===== src/include/sdram_refresh_control_regs.svh =====
// Register map, reset values and timing counts of the refresh control block
`ifndef SDRAM_REFRESH_CONTROL_REGS_SVH
`define SDRAM_REFRESH_CONTROL_REGS_SVH

`define ADDR_W 12
`define CTRL_OFS 12'h000
`define BLKEN_OFS 12'h004
`define STAT_OFS 12'h008

`define CTRL_W 16
`define CTRL_RESET 16'h0000
`define BLKEN_RESET 2'h0
`define RESP_OKAY 2'h0
`define RESP_SLVERR 2'h2

`define REC_CODE_3 2'h0
`define REC_CODE_6 2'h1
`define REC_CLK_3 4'h3
`define REC_CLK_6 4'h6
`define REC_CLK_9 4'h9
`define REC_ZERO 4'h0
`define REC_ONE 4'h1

`define INTV_W 13
`define INTV_LOW_NIBBLE 4'hF
`define INTV_RESET 13'h000F
`define INTV_ZERO 13'h0000
`define INTV_ONE 13'h0001
`define GAP_ONE 14'h0001

`endif


===== src/include/sdram_refresh_control_pkg.sv =====
// Types shared by the refresh control block
package sdram_refresh_control_pkg;

  typedef struct packed {
    logic sync;
    logic rsvd;
    logic noAddrMux;
    logic commandOnClockEnable;
    logic selfRefreshRequest;
    logic [1:0] refreshRecoveryTime;
    logic [8:0] refreshIntervalCount;
  } dram_control_reg_t;

  typedef struct packed {
    logic syncMode;
    logic recovering;
    logic inSelfRefresh;
  } status_t;

  typedef enum logic [0:0] {
    AWAKE = 1'b0,
    SLEEP = 1'b1
  } sleep_state_t;

endpackage : sdram_refresh_control_pkg


===== src/hdl/sdram_refresh_control.sv =====
// SDRAM mode control register, auto-refresh and self-refresh sequencing
//
// The placing of the registers and the AXI4-Lite register port were left to the implementer.
`timescale 1ns/1ns
`include "sdram_refresh_control_regs.svh"
// Operation
// - Bit 15 selects sync memory; zero, the reset value, means async.
// - Sync mode stays set until reset; writes cannot clear it.
// - Bit 13 low multiplexes column addresses; high drives them unmuxed.
// - Bit 12 low: clock enable pin is true enable; self-refresh via bit 11.
// - Bit 12 high: clock enable pin carries command bit; no self-refresh.
// - Bit 11 set with bit 12 low and bit 15 set enters self-refresh for both blocks.
// - Clearing bit 11 after entry sends exit; otherwise nothing happens.
// - Refresh interval counter halts during self-refresh.
// - After refresh, activate waits 3, 6 or 9 clocks per bits 10-9.
// - One recovery setting applies to both memory blocks.
// - Refreshes are spaced (N+1)*16 clocks, N in bits 8-0.
// - Only blocks with their refresh enable set are refreshed.
module sdram_refresh_control (
  input wire logic clk,
  input wire logic rst_b,
  input wire logic [11:0] awaddr,
  input wire logic awvalid,
  output logic awready,
  input wire logic [31:0] wdata,
  input wire logic [3:0] wstrb,
  input wire logic wvalid,
  output logic wready,
  output logic [1:0] bresp,
  output logic bvalid,
  input wire logic bready,
  input wire logic [11:0] araddr,
  input wire logic arvalid,
  output logic arready,
  output logic [31:0] rdata,
  output logic [1:0] rresp,
  output logic rvalid,
  input wire logic rready,
  input wire logic cmdBitIn,
  output logic memoryClockEnablePin,
  output logic columnMuxOn,
  output logic asyncMemoryMode,
  output logic refreshCmd,
  output logic [1:0] refreshBlocks,
  output logic sleepEntryCmd,
  output logic sleepRefreshExitCmd,
  output logic activateAllowed
);

  sdram_refresh_control_pkg::dram_control_reg_t ctrl;
  sdram_refresh_control_pkg::dram_control_reg_t next_ctrl;
  sdram_refresh_control_pkg::dram_control_reg_t wrVal;
  sdram_refresh_control_pkg::status_t status;
  sdram_refresh_control_pkg::sleep_state_t sleepState;
  logic [1:0] blockEnable;
  logic awHeld;
  logic wHeld;
  logic [11:0] awAddrQ;
  logic [31:0] wDataQ;
  logic [3:0] wStrbQ;
  logic doWrite;
  logic wrCtrl;
  logic wrBlk;
  logic [3:0] recCnt;
  logic [3:0] recLoad;
  logic [12:0] intervalCnt;
  logic [12:0] intervalLoad;
  logic halted;
  logic tick;
  logic enterReq;
  logic exitReq;

  // Write channel capture, address and data in either order
  assign awready = !awHeld;
  assign wready = !wHeld;
  assign arready = !rvalid;
  assign doWrite = awHeld && wHeld && !bvalid;
  assign wrCtrl = doWrite && (awAddrQ == `CTRL_OFS);
  assign wrBlk = doWrite && (awAddrQ == `BLKEN_OFS);
  assign wrVal = wDataQ[`CTRL_W-1:0];

  always_ff @(posedge clk) begin
    if (!rst_b) begin
      awHeld <= 1'b0;
      awAddrQ <= 12'h000;
    end else if (awvalid && awready) begin
      awHeld <= 1'b1;
      awAddrQ <= awaddr;
    end else if (doWrite) begin
      awHeld <= 1'b0;
    end
  end

  always_ff @(posedge clk) begin
    if (!rst_b) begin
      wHeld <= 1'b0;
      wDataQ <= 32'h0000_0000;
      wStrbQ <= 4'h0;
    end else if (wvalid && wready) begin
      wHeld <= 1'b1;
      wDataQ <= wdata;
      wStrbQ <= wstrb;
    end else if (doWrite) begin
      wHeld <= 1'b0;
    end
  end

  // Write response
  always_ff @(posedge clk) begin
    if (!rst_b) begin
      bvalid <= 1'b0;
      bresp <= `RESP_OKAY;
    end else if (doWrite) begin
      bvalid <= 1'b1;
      bresp <= (wrCtrl || wrBlk) ? `RESP_OKAY : `RESP_SLVERR;
    end else if (bready) begin
      bvalid <= 1'b0;
    end
  end

  // Control register update by byte lane
  always_comb begin
    next_ctrl = ctrl;
    if (wrCtrl && wStrbQ[0]) begin
      next_ctrl.refreshIntervalCount[7:0] = wrVal.refreshIntervalCount[7:0];
    end
    if (wrCtrl && wStrbQ[1]) begin
      next_ctrl.refreshIntervalCount[8] = wrVal.refreshIntervalCount[8];
      next_ctrl.refreshRecoveryTime = wrVal.refreshRecoveryTime;
      next_ctrl.selfRefreshRequest = wrVal.selfRefreshRequest;
      next_ctrl.commandOnClockEnable = wrVal.commandOnClockEnable;
      next_ctrl.noAddrMux = wrVal.noAddrMux;
      next_ctrl.sync = ctrl.sync | wrVal.sync;
    end
    next_ctrl.rsvd = 1'b0;
  end

  always_ff @(posedge clk) begin
    if (!rst_b) begin
      ctrl <= `CTRL_RESET;
    end else begin
      ctrl <= next_ctrl;
    end
  end

  always_ff @(posedge clk) begin
    if (!rst_b) begin
      blockEnable <= `BLKEN_RESET;
    end else if (wrBlk && wStrbQ[0]) begin
      blockEnable <= wDataQ[1:0];
    end
  end

  // Read channel
  assign status.syncMode = ctrl.sync;
  assign status.recovering = !activateAllowed;
  assign status.inSelfRefresh = (sleepState ==
    sdram_refresh_control_pkg::SLEEP);

  always_ff @(posedge clk) begin
    if (!rst_b) begin
      rvalid <= 1'b0;
      rdata <= 32'h0000_0000;
      rresp <= `RESP_OKAY;
    end else if (arvalid && arready) begin
      rvalid <= 1'b1;
      rresp <= `RESP_OKAY;
      case (araddr)
        `CTRL_OFS: rdata <= {16'h0000, ctrl};
        `BLKEN_OFS: rdata <= {30'h0000_0000, blockEnable};
        `STAT_OFS: rdata <= {29'h0000_0000, status};
        default: begin
          rdata <= 32'h0000_0000;
          rresp <= `RESP_SLVERR;
        end
      endcase
    end else if (rready) begin
      rvalid <= 1'b0;
    end
  end

  // Mode pins
  always_ff @(posedge clk) begin
    if (!rst_b) begin
      asyncMemoryMode <= 1'b1;
      columnMuxOn <= 1'b1;
      memoryClockEnablePin <= 1'b1;
    end else begin
      asyncMemoryMode <= !ctrl.sync;
      columnMuxOn <= !ctrl.noAddrMux;
      if (ctrl.commandOnClockEnable) begin
        memoryClockEnablePin <= cmdBitIn;
      end else begin
        memoryClockEnablePin <= !(enterReq || status.inSelfRefresh) ||
          exitReq;
      end
    end
  end

  // Self-refresh sequencing
  assign halted = status.inSelfRefresh;
  assign tick = (intervalCnt == `INTV_ZERO) && !halted;
  assign enterReq = (sleepState == sdram_refresh_control_pkg::AWAKE) &&
    ctrl.selfRefreshRequest && !ctrl.commandOnClockEnable && ctrl.sync &&
    activateAllowed && !tick;
  assign exitReq = (sleepState == sdram_refresh_control_pkg::SLEEP) &&
    !ctrl.selfRefreshRequest;

  always_ff @(posedge clk) begin
    if (!rst_b) begin
      sleepState <= sdram_refresh_control_pkg::AWAKE;
      sleepEntryCmd <= 1'b0;
      sleepRefreshExitCmd <= 1'b0;
    end else begin
      sleepEntryCmd <= enterReq;
      sleepRefreshExitCmd <= exitReq;
      case (sleepState)
        sdram_refresh_control_pkg::AWAKE: begin
          if (enterReq) begin
            sleepState <= sdram_refresh_control_pkg::SLEEP;
          end
        end
        sdram_refresh_control_pkg::SLEEP: begin
          if (exitReq) begin
            sleepState <= sdram_refresh_control_pkg::AWAKE;
          end
        end
        default: sleepState <= sdram_refresh_control_pkg::AWAKE;
      endcase
    end
  end

  // Refresh interval counter
  assign intervalLoad = {ctrl.refreshIntervalCount, `INTV_LOW_NIBBLE};

  always_ff @(posedge clk) begin
    if (!rst_b) begin
      intervalCnt <= `INTV_RESET;
    end else if (halted) begin
      intervalCnt <= intervalCnt;
    end else if (tick) begin
      intervalCnt <= intervalLoad;
    end else begin
      intervalCnt <= intervalCnt - `INTV_ONE;
    end
  end

  // Auto-refresh command and activate hold-off
  always_comb begin
    case (ctrl.refreshRecoveryTime)
      `REC_CODE_3: recLoad = `REC_CLK_3;
      `REC_CODE_6: recLoad = `REC_CLK_6;
      default: recLoad = `REC_CLK_9;
    endcase
  end

  always_ff @(posedge clk) begin
    if (!rst_b) begin
      refreshCmd <= 1'b0;
      refreshBlocks <= 2'h0;
      recCnt <= `REC_ZERO;
    end else if (tick && (|blockEnable)) begin
      refreshCmd <= 1'b1;
      refreshBlocks <= blockEnable;
      recCnt <= recLoad;
    end else begin
      refreshCmd <= 1'b0;
      refreshBlocks <= 2'h0;
      if (recCnt != `REC_ZERO) begin
        recCnt <= recCnt - `REC_ONE;
      end
    end
  end

  assign activateAllowed = (recCnt == `REC_ZERO);

  logic [13:0] gapCnt;
  logic [13:0] gapLen;
  logic gapValid;

  always_ff @(posedge clk) begin
    if (!rst_b) begin
      gapCnt <= `GAP_ONE;
      gapLen <= `GAP_ONE;
      gapValid <= 1'b0;
    end else if (tick) begin
      gapCnt <= `GAP_ONE;
      gapLen <= {1'b0, intervalLoad} + `GAP_ONE;
      gapValid <= 1'b1;
    end else if (!halted) begin
      gapCnt <= gapCnt + `GAP_ONE;
    end
  end
endmodule : sdram_refresh_control


===== config.mk =====
export PLATFORM = sky130hd
export DESIGN_NAME = sdram_refresh_control
export DESIGN_NICKNAME = d
export VERILOG_FILES = /design/src/include/sdram_refresh_control_pkg.sv /design/src/hdl/sdram_refresh_control.sv
export VERILOG_INCLUDE_DIRS = /design/src /design/src/include
export SDC_FILE = /design/constraint.sdc
export NUM_CORES = 1
export LEC_CHECK = 0
export BUFFER_PORTS_ARGS = -buffer_cell sky130_fd_sc_hd__clkbuf_2
export CORE_UTILIZATION = 51
export CTS_CLUSTER_DIAMETER = 120
export CTS_CLUSTER_SIZE = 8
export DETAILED_ROUTE_END_ITERATION = 10
export GPL_TIMING_DRIVEN = 0
export PLACE_DENSITY_LB_ADDON = 0.25
export REMOVE_ABC_BUFFERS = 1
export SLEW_MARGIN = 15
export SYNTH_ARGS = -nofsm -noshare
export SYNTH_HDL_FRONTEND = slang
export SYNTH_SLANG_ARGS = --single-unit
export TNS_END_PERCENT = 20

===== constraint.sdc =====
create_clock -name clk -period 2.8 [get_ports clk]
set_input_delay 0.42 -clock clk [delete_from_list [all_inputs] [get_ports clk]]
set_output_delay 0.42 -clock clk [all_outputs]
set_load 0.01 [all_outputs]

==> flow_metrics.env <==
export IMPL_required_ps=3070
export IMPL_cp_start_kind="register"
export IMPL_finalMaxSlewViolations=0
export IMPL_num_vias=3219
export IMPL_drt_iter0_markers=151
export IMPL_combPwrFrac=0.134
export IMPL_yosys_area_top_type="dfxtp_1"
export IMPL_leakagePower_nw=1.85
export IMPL_p_sw_w=0.000709
export IMPL_max_slew_margin=0.353
export IMPL_cp_buffers_inverters=0
export IMPL_cts_hold_fix_buffers=0
export IMPL_overflow=0
export IMPL_grt_pass1_vias=2823
export IMPL_multi_input_area_sq_um=1780
export IMPL_dr_pass1_iters=4
export IMPL_reg2reg_depth=4
export IMPL_core_area_sq_um=7290
export IMPL_antenna_found_initial=0
export IMPL_synth_edf_count=0
export IMPL_setup_viol_count_final=0
export IMPL_cts_root_buf="clkbuf_8"
export IMPL_dpl_hpwl_mm=5.73
export IMPL_via_per_inst=5.25
export IMPL_initial_core_util=0.529
export IMPL_synth_distinct_cells=52
export IMPL_crit_arrival_ps=2620
export IMPL_cts_resized=0
export IMPL_rows=31
export IMPL_netlist_top_cells_area="dfxtp_1 48%, nand2_1 9.1%, a21oi_1 5.5%, mux2i_1 5.2%, buf_4 3.7%"
export IMPL_clk_pin_slew_ps=90
export IMPL_drc_errors=0
export IMPL_drive_gt1_frac=0.214
export IMPL_cp_endpoint="recCnt[1]$_SDFFE_PN0P_"
export IMPL_synthFlopType="dfxtp_1"
export IMPL_crit_path_frequent_cell="or4_4"
export IMPL_post_cts_setup_buffers=0
export IMPL_seq_area_frac_synth=0.483
export IMPL_seqCellArea_sq_um=1860
export IMPL_grt_use_total=0.218
export IMPL_p_int_w=0.00200
export IMPL_hold_class="primary input to register"
export IMPL_power_density_nw_per_um2=610
export IMPL_most_common_layout_cells="93 x nand2_1, 93 x dfxtp_1, 79 x clkbuf_2, 41 x a21oi_1, 22 x nor2_1"
export IMPL_cts_buffers=9
export IMPL_timing_rr_start="intervalCnt[7]$_SDFFE_PN0N_"
export IMPL_finalPower_w=0.00271
export IMPL_slowest_stage="or4_4"
export IMPL_tns_ps=0
export IMPL_holdPathStages=3
export IMPL_hold_viol_final=0
export IMPL_wl_per_cell_microns=13.2
export IMPL_async_reset_ff_frac=0
export IMPL_outcome="completed"
export IMPL_slowest_delay_ps=600
export IMPL_netlist_area_sq_um=3850
export IMPL_place_congestion=0.831
export IMPL_clock_sinks=93
export IMPL_cp_end_kind="register"
export IMPL_yosysTopAreaCellShare=0.483
export IMPL_crit_fanout=12
export IMPL_cts_tree="yes"
export IMPL_layout_min_cycle_time_ps=2350
export IMPL_port_buffers=79
export IMPL_nFillCells=646
export IMPL_cp_startpoint="intervalCnt[7]$_SDFFE_PN0N_"
export IMPL_peakVddDrop_uv=301
export IMPL_rsz0062_at_grt="no"
export IMPL_diodes=0
export IMPL_synth_seq_cells=93
export IMPL_rr_endpoint="recCnt[1]$_SDFFE_PN0P_"
export IMPL_grt_pass1_wl_mm=13.0
export IMPL_grt_start_max_net_pins=48
export IMPL_seqPwrFrac=0.523
export IMPL_crit_family="simple AND/OR/NAND/NOR gates"
export IMPL_die_area_sq_um=7910
export IMPL_maxCapViolations=0
export IMPL_synth_warnings=0
export IMPL_sw_frac_of_total=0.261
export IMPL_io_pins=118
export IMPL_dieHeight_microns=88.9
export IMPL_clk_path_buf_depth=2
export IMPL_finClkSkew_ps=4.17
export IMPL_nets=580
export IMPL_timing_fmax_mhz=426
export IMPL_insertion_delay_ps=360
export IMPL_area_growth_pct=15.4
export IMPL_syn_inst=445
export IMPL_die_w_microns=88.9
export IMPL_post_route_period_util=0.839
export IMPL_clockPowerShare=0.342
export IMPL_avgSynthCellArea_sq_um=8.66
export IMPL_routed_wl_mm=8.09
export IMPL_cts_htree_levels=3
export IMPL_worst_pin_slew_ps=970
export IMPL_critPathKind="register to register"
export IMPL_ant_nets=0
export IMPL_worst_path_stages=4
export IMPL_crit_chain="or4_4, or4_4, or2_0, o41ai_2"
export IMPL_r2r_slack_ps=450
-- worst min-delay path: stages --
cell,delay (ps)
clkbuf_2,80
nand2_1,40
a21oi_1,50
-- synth_stat cells (2+ instances only) --
cell type and number:
inv_1 11, nor3b_1 4, or4_4 2, and3_1 4, a211oi_1 3, nor4_1 6, or4_1 2, buf_4 19
a31oi_1 2, nor2b_1 6, nand4_1 3, a211o_1 2, o31ai_1 2, a22o_1 12, o22ai_1 2, and2_1 2
nand3_1 7, ha_1 3, mux2_2 2, o21ai_0 9, or3_1 5, buf_2 3, nand2b_1 3, mux2i_1 20
nand4b_1 2, nor2_1 22, nor3_1 13, buf_1 2, a21oi_1 42, nand2_1 93, xnor2_1 3, clkbuf_1 22
dfxtp_1 93
-- how the worst min path moves through the flow --
stage          slack (ps)             startpoint                 endpoint
2_1_floorplan         380  ctrl[13]$_SDFFE_PN0P_   columnMuxOn$_SDFF_PN1_
3_3_place_gp          390  ctrl[13]$_SDFFE_PN0P_   columnMuxOn$_SDFF_PN1_
3_5_place_dp          400  ctrl[13]$_SDFFE_PN0P_   columnMuxOn$_SDFF_PN1_
4_1_cts               260              awaddr[7]  awAddrQ[7]$_SDFFE_PN0P_
5_1_grt               270               wdata[4]   wDataQ[4]$_SDFFE_PN0P_
6_report              270               wdata[4]   wDataQ[4]$_SDFFE_PN0P_
-- flip-flops by register name (all words and copies together), names as in the netlist, 2 cells and up --
register,count
recCnt,4
ctrl,15
wDataQ,15
blockEnable,2
wStrbQ,2
rdata,15
refreshBlocks,2
awAddrQ,12
intervalCnt,13
-- logic make-up (layout without fill, tap and decap cells) --
| family | count (synthesis) | in the layout | share of synthesized area |
|---|---|---|---|
| xor+xnor | 4 | 4 | 0.00909 |
| other cells | 1 | 19 | 0.000973 |
| mux | 22 | 22 | 0.0578 |
| buf+inv | 57 | 108 | 0.0750 |
| compound gates | 83 | 83 | 0.138 |
| simple gates | 182 | 182 | 0.227 |
| fa+ha+maj | 3 | 3 | 0.00974 |
| flops | 93 | 93 | 0.483 |
-- layout make-up --
class	count	share of cell area
flip-flops and latches	93	0.418
multi-input cells	313	0.401
repair buffers	81	0.0967
clock buffers	11	0.0340
well taps	99	0.0278
clock inverters	5	0.0132
inverters	11	0.00928
-- stage by stage --
step	cells	cell area, sq um	hold WS (ps)	utilization	setup slack, ps
detailed placement	597	4240	397	0.581	156
CTS	613	4450	262	0.610	451
global route	613	4450	265	0.610	319
floorplan	417	3670	377	-	680
global placement	595	4190	392	0.575	-918
finish	613	4450	265	0.610	451
-- layer usage --
| metal | GRT usage | vias up | share of wire |
|---|---|---|---|
| met5 | 0 | - | 0 |
| met4 | 0.0823 | 0 | 0.011 |
| met3 | 0.0471 | 9 | 0.054 |
| met2 | 0.355 | 108 | 0.47 |
| met1 | 0.286 | 1481 | 0.47 |
| li1 | - | 1621 | - |
-- power groups by stage --
| stage | Clock, W | Combinational (W) | Sequential [W] |
|---|---|---|---|
| 2_1_floorplan | 0 | 0.000245 | 0.00144 |
| 3_3_place_gp | 0 | 0.000347 | 0.00145 |
| 3_5_place_dp | 0 | 0.000366 | 0.00145 |
| 4_1_cts | 0.000938 | 0.000367 | 0.00142 |
| 5_1_grt | 0.000999 | 0.000413 | 0.00143 |
| 6_report | 0.000929 | 0.000364 | 0.00142 |
No activity file was read; power rests on OpenSTA's default activity.
